### config.mk
export PLATFORM = sky130hd
export DESIGN_NAME = reset_controller_status_regs
export DESIGN_NICKNAME = d
export VERILOG_FILES = /design/src/hdl/rst_ctrl_pkg.sv /design/src/hdl/pin_sync.sv /design/src/hdl/reset_controller_status_regs.sv
export VERILOG_INCLUDE_DIRS = /design/src /design/src/hdl
export SDC_FILE = /design/constraint.sdc
export NUM_CORES = 1
export LEC_CHECK = 0
export BUFFER_PORTS_ARGS = -buffer_cell sky130_fd_sc_hd__clkbuf_2
export CORE_ASPECT_RATIO = 1.25
export CORE_MARGIN = 2
export CORE_UTILIZATION = 54
export DETAILED_ROUTE_END_ITERATION = 8
export PLACE_DENSITY = 0.89
export SYNTH_ARGS = -nofsm -noshare
export SYNTH_HDL_FRONTEND = slang
export SYNTH_SLANG_ARGS = --single-unit
### constraint.sdc
create_clock -name core_clk -period 4.07 [get_ports core_clk]
set_input_delay 0.2035 -clock core_clk [delete_from_list [all_inputs] [get_ports core_clk]]
set_output_delay 0.2035 -clock core_clk [all_outputs]
set_load 0.01 [all_outputs]
### src/hdl/rst_ctrl_regs.svh
// Register offsets, field positions, reset values and timing counts
`ifndef RST_CTRL_REGS_SVH
`define RST_CTRL_REGS_SVH

`define RC_ADDR_W          8
`define RC_CMD_OFS         8'h00
`define RC_STATUS_OFS      8'h04
`define RC_MODE_OFS        8'h08

`define RC_KEY_HI          31
`define RC_KEY_LO          24
`define RC_KEY_VAL         8'ha5

`define RC_CMD_CPU_BIT     0
`define RC_CMD_PERIPH_BIT  2
`define RC_CMD_PIN_BIT     3

`define RC_ST_FALL_BIT     0
`define RC_ST_CAUSE_LO     8
`define RC_ST_CAUSE_HI     10
`define RC_ST_LEVEL_BIT    16
`define RC_ST_BUSY_BIT     17

`define RC_MODE_PIN_EN_BIT 0
`define RC_MODE_IRQ_EN_BIT 4
`define RC_MODE_LEN_LO     8
`define RC_MODE_LEN_HI     11

`define RC_ST_RST_MAIN     32'h0000_0001
`define RC_ST_RST_BACKUP   32'h0000_0000
`define RC_MODE_RST        32'h0000_0000

`define RC_SW_SLOW_CYC     2'h2
`define RC_USER_SLOW_CYC   3'h4

`endif

### src/hdl/rst_ctrl_pkg.sv
// Types shared by the reset controller register block
package rst_ctrl_pkg;

    typedef enum logic [1:0] {
        ST_IDLE = 2'b00,
        ST_SOFT = 2'b01,
        ST_USER = 2'b10,
        ST_WDOG = 2'b11
    } rc_state_t;

    typedef enum logic [2:0] {
        CAUSE_GENERAL = 3'b000,
        CAUSE_WAKEUP  = 3'b001,
        CAUSE_WDOG    = 3'b010,
        CAUSE_SOFT    = 3'b011,
        CAUSE_USER    = 3'b100
    } rc_cause_t;

    typedef struct packed {
        logic [3:0] pulse_len;
        logic       irq_en;
        logic       pin_en;
    } rc_mode_t;

    typedef struct packed {
        logic pin;
        logic periph;
        logic cpu;
    } rc_cmd_t;

endpackage

### src/hdl/pin_sync.sv
// Two-stage synchroniser with level and falling-edge outputs
`timescale 1ns/1ns
module pin_sync (
    input  wire logic core_clk,
    input  wire logic rstn,
    input  wire logic pin_in,
    output logic      level,
    output logic      fall
);
    logic meta_r;
    logic sync_r;
    logic prev_r;

    always_ff @(posedge core_clk) begin
        if (!rstn) begin
            meta_r <= 1'b1;
            sync_r <= 1'b1;
            prev_r <= 1'b1;
        end else begin
            meta_r <= pin_in;
            sync_r <= meta_r;
            prev_r <= sync_r;
        end
    end

    assign level = sync_r;
    assign fall  = prev_r & ~sync_r;
endmodule

### src/hdl/reset_controller_status_regs.sv
// Reset controller command, status and mode registers with state logic
//
// Added by the designer: the plain strobed port.
`timescale 1ns/1ns
`include "rst_ctrl_regs.svh"
module reset_controller_status_regs
    import rst_ctrl_pkg::*;
#(
    parameter int CNT_W = 17
) (
    input  wire logic                   core_clk,
    input  wire logic                   rstn,
    input  wire logic                   backup_rstn,
    input  wire logic                   slow_clk,
    input  wire logic                   wdt_reset_active,
    input  wire logic                   wdt_proc_only,
    input  wire logic [`RC_ADDR_W-1:0]  reg_addr,
    input  wire logic [31:0]            reg_wdata,
    input  wire logic                   reg_wr,
    input  wire logic                   reg_rd,
    output logic      [31:0]            reg_rdata,
    input  wire logic                   rst_pin_in,
    output logic                        rst_pin_out,
    output logic                        rst_pin_oe,
    output logic                        cpu_reset,
    output logic                        periph_reset,
    output logic                        sw_reset_busy,
    output logic                        reset_unit_irq
);
    function automatic logic key_ok(input logic [31:0] d);
        key_ok = (d[`RC_KEY_HI:`RC_KEY_LO] == `RC_KEY_VAL);
    endfunction

    rc_state_t            state_r;
    rc_state_t            state_nxt;
    rc_cause_t            cause_r;
    rc_mode_t             mode_r;
    rc_cmd_t              cmd_r;
    logic [2:0]           phase_r;
    logic                 fall_seen_r;
    logic                 slow_q_r;
    logic                 ext_drv_r;
    logic                 own_low_r;
    logic [CNT_W-1:0]     ext_cnt_r;
    logic [31:0]          rdata_r;

    logic                 pin_level;
    logic                 pin_fall;
    logic                 slow_tick;
    logic                 wr_cmd;
    logic                 wr_mode;
    logic                 rd_status;
    logic                 cmd_any;
    logic                 sw_accept;
    logic                 user_enter;
    logic                 soft_done;
    logic                 user_done;
    logic                 wdog_enter;
    logic                 wdog_done;
    logic                 ext_start;
    logic [CNT_W-1:0]     ext_len;
    logic [31:0]          status_word;
    logic [31:0]          mode_word;
    logic [31:0]          rd_word;

    pin_sync u_pin_sync (
        .core_clk (core_clk),
        .rstn     (rstn),
        .pin_in   (rst_pin_in),
        .level    (pin_level),
        .fall     (pin_fall)
    );

    assign slow_tick = slow_clk & ~slow_q_r;

    assign wr_cmd    = reg_wr & (reg_addr == `RC_CMD_OFS)
                       & key_ok(reg_wdata);
    assign wr_mode   = reg_wr & (reg_addr == `RC_MODE_OFS)
                       & key_ok(reg_wdata);
    assign rd_status = reg_rd & (reg_addr == `RC_STATUS_OFS);

    assign cmd_any = reg_wdata[`RC_CMD_CPU_BIT]
                     | reg_wdata[`RC_CMD_PERIPH_BIT]
                     | reg_wdata[`RC_CMD_PIN_BIT];

    assign sw_accept = wr_cmd & cmd_any & (state_r == ST_IDLE)
                       & ~wdt_reset_active;

    assign user_enter = mode_r.pin_en & ~pin_level & ~own_low_r
                        & ~wdt_reset_active;

    assign soft_done = (state_r == ST_SOFT) & slow_tick
                       & (phase_r[1:0] == `RC_SW_SLOW_CYC - 2'h1);

    assign user_done = (state_r == ST_USER) & pin_level & slow_tick
                       & (phase_r == `RC_USER_SLOW_CYC - 3'h1);

    assign wdog_enter = wdt_reset_active & (state_r != ST_WDOG);
    assign wdog_done  = (state_r == ST_WDOG) & ~wdt_reset_active;

    assign ext_len = CNT_W'(1) << ({1'b0, mode_r.pulse_len} + 5'h1);

    assign ext_start = (sw_accept & reg_wdata[`RC_CMD_PIN_BIT])
                       | (wdog_enter & ~wdt_proc_only);

    always_comb begin
        state_nxt = state_r;
        case (state_r)
            ST_IDLE: begin
                if (wdt_reset_active) begin
                    state_nxt = ST_WDOG;
                end else if (sw_accept) begin
                    state_nxt = ST_SOFT;
                end else if (user_enter) begin
                    state_nxt = ST_USER;
                end
            end
            ST_SOFT: begin
                if (wdt_reset_active) begin
                    state_nxt = ST_WDOG;
                end else if (soft_done) begin
                    state_nxt = ST_IDLE;
                end
            end
            ST_USER: begin
                if (user_done) begin
                    state_nxt = ST_IDLE;
                end
            end
            ST_WDOG: begin
                if (wdog_done) begin
                    state_nxt = ST_IDLE;
                end
            end
            default: state_nxt = ST_IDLE;
        endcase
    end

    always_ff @(posedge core_clk) begin
        if (!rstn) begin
            state_r  <= ST_IDLE;
            slow_q_r <= 1'b0;
        end else begin
            state_r  <= state_nxt;
            slow_q_r <= slow_clk;
        end
    end

    // Phase counter for soft and user exit
    always_ff @(posedge core_clk) begin
        if (!rstn) begin
            phase_r <= 3'h0;
        end else if (state_nxt != state_r) begin
            phase_r <= 3'h0;
        end else if (state_r == ST_USER && !pin_level) begin
            phase_r <= 3'h0;
        end else if (slow_tick) begin
            phase_r <= phase_r + 3'h1;
        end
    end

    always_ff @(posedge core_clk) begin
        if (!rstn) begin
            cmd_r <= '0;
        end else if (sw_accept) begin
            cmd_r.cpu    <= reg_wdata[`RC_CMD_CPU_BIT];
            cmd_r.periph <= reg_wdata[`RC_CMD_PERIPH_BIT];
            cmd_r.pin    <= reg_wdata[`RC_CMD_PIN_BIT];
        end else if (state_r != ST_SOFT) begin
            cmd_r <= '0;
        end
    end

    always_ff @(posedge core_clk) begin
        if (!backup_rstn) begin
            cause_r <= rc_cause_t'(`RC_ST_RST_BACKUP >> `RC_ST_CAUSE_LO);
        end else if (!rstn) begin
            cause_r <= rc_cause_t'(`RC_ST_RST_MAIN >> `RC_ST_CAUSE_LO);
        end else if (wdog_done) begin
            cause_r <= CAUSE_WDOG;
        end else if (soft_done && cmd_r.cpu) begin
            cause_r <= CAUSE_SOFT;
        end else if (user_done) begin
            cause_r <= CAUSE_USER;
        end
    end

    always_ff @(posedge core_clk) begin
        if (!backup_rstn) begin
            fall_seen_r <= 1'(`RC_ST_RST_BACKUP >> `RC_ST_FALL_BIT);
        end else if (!rstn) begin
            fall_seen_r <= 1'(`RC_ST_RST_MAIN >> `RC_ST_FALL_BIT);
        end else if (pin_fall) begin
            fall_seen_r <= 1'b1;
        end else if (rd_status) begin
            fall_seen_r <= 1'b0;
        end
    end

    always_ff @(posedge core_clk) begin
        if (!backup_rstn) begin
            mode_r.pin_en    <= 1'(`RC_MODE_RST >> `RC_MODE_PIN_EN_BIT);
            mode_r.irq_en    <= 1'(`RC_MODE_RST >> `RC_MODE_IRQ_EN_BIT);
            mode_r.pulse_len <= 4'(`RC_MODE_RST >> `RC_MODE_LEN_LO);
        end else if (wr_mode) begin
            mode_r.pin_en    <= reg_wdata[`RC_MODE_PIN_EN_BIT];
            mode_r.irq_en    <= reg_wdata[`RC_MODE_IRQ_EN_BIT];
            mode_r.pulse_len <= reg_wdata[`RC_MODE_LEN_HI:`RC_MODE_LEN_LO];
        end
    end

    // pin driven low for pulse length
    always_ff @(posedge core_clk) begin
        if (!rstn) begin
            ext_drv_r <= 1'b0;
            ext_cnt_r <= '0;
        end else if (ext_start) begin
            ext_drv_r <= 1'b1;
            ext_cnt_r <= ext_len;
        end else if (ext_drv_r && slow_tick) begin
            ext_cnt_r <= ext_cnt_r - CNT_W'(1);
            if (ext_cnt_r == CNT_W'(1)) begin
                ext_drv_r <= 1'b0;
            end
        end
    end

    // Own drive must not look like a user reset
    always_ff @(posedge core_clk) begin
        if (!rstn) begin
            own_low_r <= 1'b0;
        end else if (ext_start) begin
            own_low_r <= 1'b1;
        end else if (!ext_drv_r && pin_level) begin
            own_low_r <= 1'b0;
        end
    end

    always_comb begin
        status_word = 32'h0;
        status_word[`RC_ST_FALL_BIT] = fall_seen_r;
        status_word[`RC_ST_CAUSE_HI:`RC_ST_CAUSE_LO] = cause_r;
        status_word[`RC_ST_LEVEL_BIT] = pin_level;
        status_word[`RC_ST_BUSY_BIT] = (state_r == ST_SOFT);
    end

    always_comb begin
        mode_word = 32'h0;
        mode_word[`RC_MODE_PIN_EN_BIT] = mode_r.pin_en;
        mode_word[`RC_MODE_IRQ_EN_BIT] = mode_r.irq_en;
        mode_word[`RC_MODE_LEN_HI:`RC_MODE_LEN_LO] = mode_r.pulse_len;
    end

    assign rd_word = (reg_addr == `RC_STATUS_OFS) ? status_word :
                     (reg_addr == `RC_MODE_OFS)   ? mode_word   :
                                                    32'h0;

    always_ff @(posedge core_clk) begin
        if (!rstn) begin
            rdata_r <= 32'h0;
        end else if (reg_rd) begin
            rdata_r <= rd_word;
        end else begin
            rdata_r <= 32'h0;
        end
    end

    assign reg_rdata = rdata_r;

    assign cpu_reset = (state_r == ST_WDOG) | (state_r == ST_USER)
                       | ((state_r == ST_SOFT) & cmd_r.cpu);

    assign periph_reset = ((state_r == ST_WDOG) & ~wdt_proc_only)
                          | (state_r == ST_USER)
                          | ((state_r == ST_SOFT) & cmd_r.periph);

    assign sw_reset_busy = (state_r == ST_SOFT);

    assign rst_pin_out = 1'b0;
    assign rst_pin_oe  = ext_drv_r;

    assign reset_unit_irq = fall_seen_r & mode_r.irq_en & ~mode_r.pin_en;
endmodule

==> reports/metrics.csv <==
metric,value,unit
clkSinkCount,48,
path_max_fanout,34,
portBuffers,45,
routed_wl,5539,um
rsz0062_at_grt,false,
dpl.hpwl,4106,um
setup_violations,0,
async_flop_share,0,%
grt_pass1_wl,8804,um
grt_pass1_vias,1993,
rr_worst_depth,6,
grt_util_all_layers,21.47,%
worst_path_largest_cell_delay,590,ps
synth_flop_cell,dfxtp_1,
netlist_area,2549,um2
synth_edf_count,0,
crit_chain,or4_1 > nor2_1 > a31oi_2 > buf_4 > or4_1 > a21oi_1,
yosysWarnings,0,
synthDistinctLibCells,50,
regToRegSetupSlack,1760,ps
ant_nets,0,
arrival,2550,ps
min_path_type,in -> reg,
viasPerCell,5.434,
p_clk_share,36.2,%
timing.setup.critical_path_class,reg -> reg,
cts_resized,0,
die_h,80.81,um
cp_top_family,simple AND/OR/NAND/NOR gates,
p_sw,266.6,uW
cts_hold_buf,0,
period_share,56.63,%
drive_gt1_share,17.10,%
rows,27,
switching_share,27.03,%
htreeDepth,2,
first_pass_iters,4,
fin_ws,1765,ps
ys_seq_area_share,37.70,%
maxCapViolCount,0,
cpMaxStageDelayCell,or4_1,
fin_tns_setup,0,ps
nFillCells,413,
cts_tree,yes,
fin_nets,398,
globalplace.congestion,0.9019,
drc,0,
fin_worst_skew,7.277,ps
die_w,65.45,um
required,4310,ps
tightest_slew,834.1,ps
grt_max_degree,35,
p_int,719.9,uW
final_core_util,63.10,%
wl_per_cell,13.74,um
io_pins,87,
crit_buf_inv,1,
fmax,433.8,MHz
start_util,57.15,%
vias,2190,
layout-area-overhead-vs-synth,10.41,%
path_common_cell,or4_1,
p_comb_share,12.6,%
synth-seq-cells,48,
drt-initial-drc-count,125,
worstSetupEndpointType,flip-flop,
antenna_found_initial,0,
clock_insertion_delay_worst_skew,310,ps
min_period,2305,ps
die_area,5289,um2
synthCells,305,
seqPwrFrac,51.2,%
post-cts-setup-buffer-count,0,
outcome,"complete, no violations",
pre_cts_ws,1725,ps
final_hold_viol_count,0,
startpoint_type,flip-flop,
min_path_cells,2,
power.density,350.6,nW/um2
clockRootBuffer,clkbuf_8,
overflow,0,
path_depth,6,
syn_area_per_cell,8.356,um2
cts_buffers,5,
p_leak,1.127,nW
peakVddDrop,295.0,uV
slew_violations,0,
slew_headroom,43.88,%
clockBufferDepth,2,
cts.clk_slew.worst_paths,100,ps
antenna_cells,0,
core,4459,um2
[cells by family (layout without fill, tap and decap cells)]
family	after synthesis	count (layout)	synth area share [%]
multiplexers	8	8	3.142
XOR/XNOR	15	15	5.155
AND/OR/NAND/NOR	128	128	26.95
flip-flops	48	48	37.70
adder cells (fa/ha/maj)	5	5	2.455
buffers and inverters	48	64	11.09
AO/OA/AOI/OAI	52	52	13.35
other	1	25	0.1471
[flip-flops by register name, summed over array words and instances, names as in the netlist]
signal,count
reg_rdata,8
fall_seen_r,1
rst_pin_oe,1
own_low_r,1
u_pin_sync.prev_r,1
cmd_r,2
u_pin_sync.level,1
slow_q_r,1
phase_r,3
mode_r,6
ext_cnt_r,17
state_r,2
cause_r,3
u_pin_sync.meta_r,1
[power by group through the flow]
stage / combinational (mW) / sequential, mW / clock [mW]
final: 0.125 / 0.505 / 0.357
after global routing: 0.138 / 0.508 / 0.379
after CTS: 0.123 / 0.504 / 0.360
after detailed placement: 0.122 / 0.515 / 0
after global placement: 0.118 / 0.514 / 0
after floorplan: 0.108 / 0.508 / 0
[cell usage after synthesis, types with 2 or more instances]
cell	instances	area [um2]
nor2_1	34	127.6
xor2_1	2	17.52
nor4_1	6	37.54
nand2_1	26	97.59
and2_1	6	37.54
nand4bb_1	2	22.52
nor2b_1	3	18.77
o31ai_1	2	15.01
nand4b_1	2	17.52
mux2i_1	8	80.08
or2_2	2	12.51
nand3b_1	2	15.01
or3_1	5	31.28
nand3_1	4	20.02
inv_1	10	37.54
ha_1	5	62.56
or4_1	5	37.54
clkbuf_1	10	37.54
xnor2_1	13	113.9
dfxtp_1	48	960.9
a22o_1	4	35.03
nor3b_1	2	15.01
nor3_1	11	55.05
nand2b_1	9	56.30
a211oi_1	9	67.56
buf_4	25	187.7
o21ai_0	6	30.03
a31oi_1	3	18.77
nand4_1	3	18.77
a21oi_1	18	90.09
[layout make-up]
cell class,count,area (um2),share of cell area [%]
clock buffer,5,68.82,2.446
multi-input combinational,233,1395,49.58
tap,58,72.57,2.579
clock inverter,3,46.29,1.645
timing repair buffer,46,232.7,8.270
inverter,10,37.54,1.334
sequential,48,960.9,34.15
[metrics by stage]
step,power [mW],std cells,hold WS [ps],cell area (um2)
final,0.9865,403,78.23,2814
after global placement,0.6325,395,392.5,2699
after floorplan,0.6160,329,305.0,2639
after CTS,0.9871,403,80.90,2814
after global routing,1.025,403,71.28,2814
after detailed placement,0.6373,395,400.4,2699
[worst reg2reg max path, stage by stage, from the launching register on]
cell and delay [ps]:
dfxtp_1 470, or4_1 600, nor2_1 170, a31oi_2 120
buf_4 250, or4_1 510, a21oi_1 130
[metal layers]
layer,track usage [%],share of wire (%),vias to the layer above
li1,-,-,1094
met1,24.09,41,1009
met2,39.29,52,80
met3,4.155,5.5,7
met4,9.167,0.99,0
met5,0,0,-
[path summary, 6_finish.rpt]
path / startpoint / end
worst min-delay path: rst_pin_in / u_pin_sync.meta_r
worst max-delay path: state_r[1] / ext_cnt_r[9]
worst min register to register: u_pin_sync.meta_r / u_pin_sync.level
worst max register to register: state_r[1] / ext_cnt_r[9]
[layout by cell type (no fill, tap or decap), drive strengths merged, types with 6 or more instances in the layout]
cell type / n
mux2i: 8
nand2b: 9
a21oi: 18
o21ai: 6
nand2: 26
nor3: 11
a211oi: 9
clkbuf: 50
xnor2: 13
dfxtp: 48
conb: 25
nor4: 7
nor2: 34
and2: 6
or4: 6
inv: 11
Power figures use the tool's default switching activity.
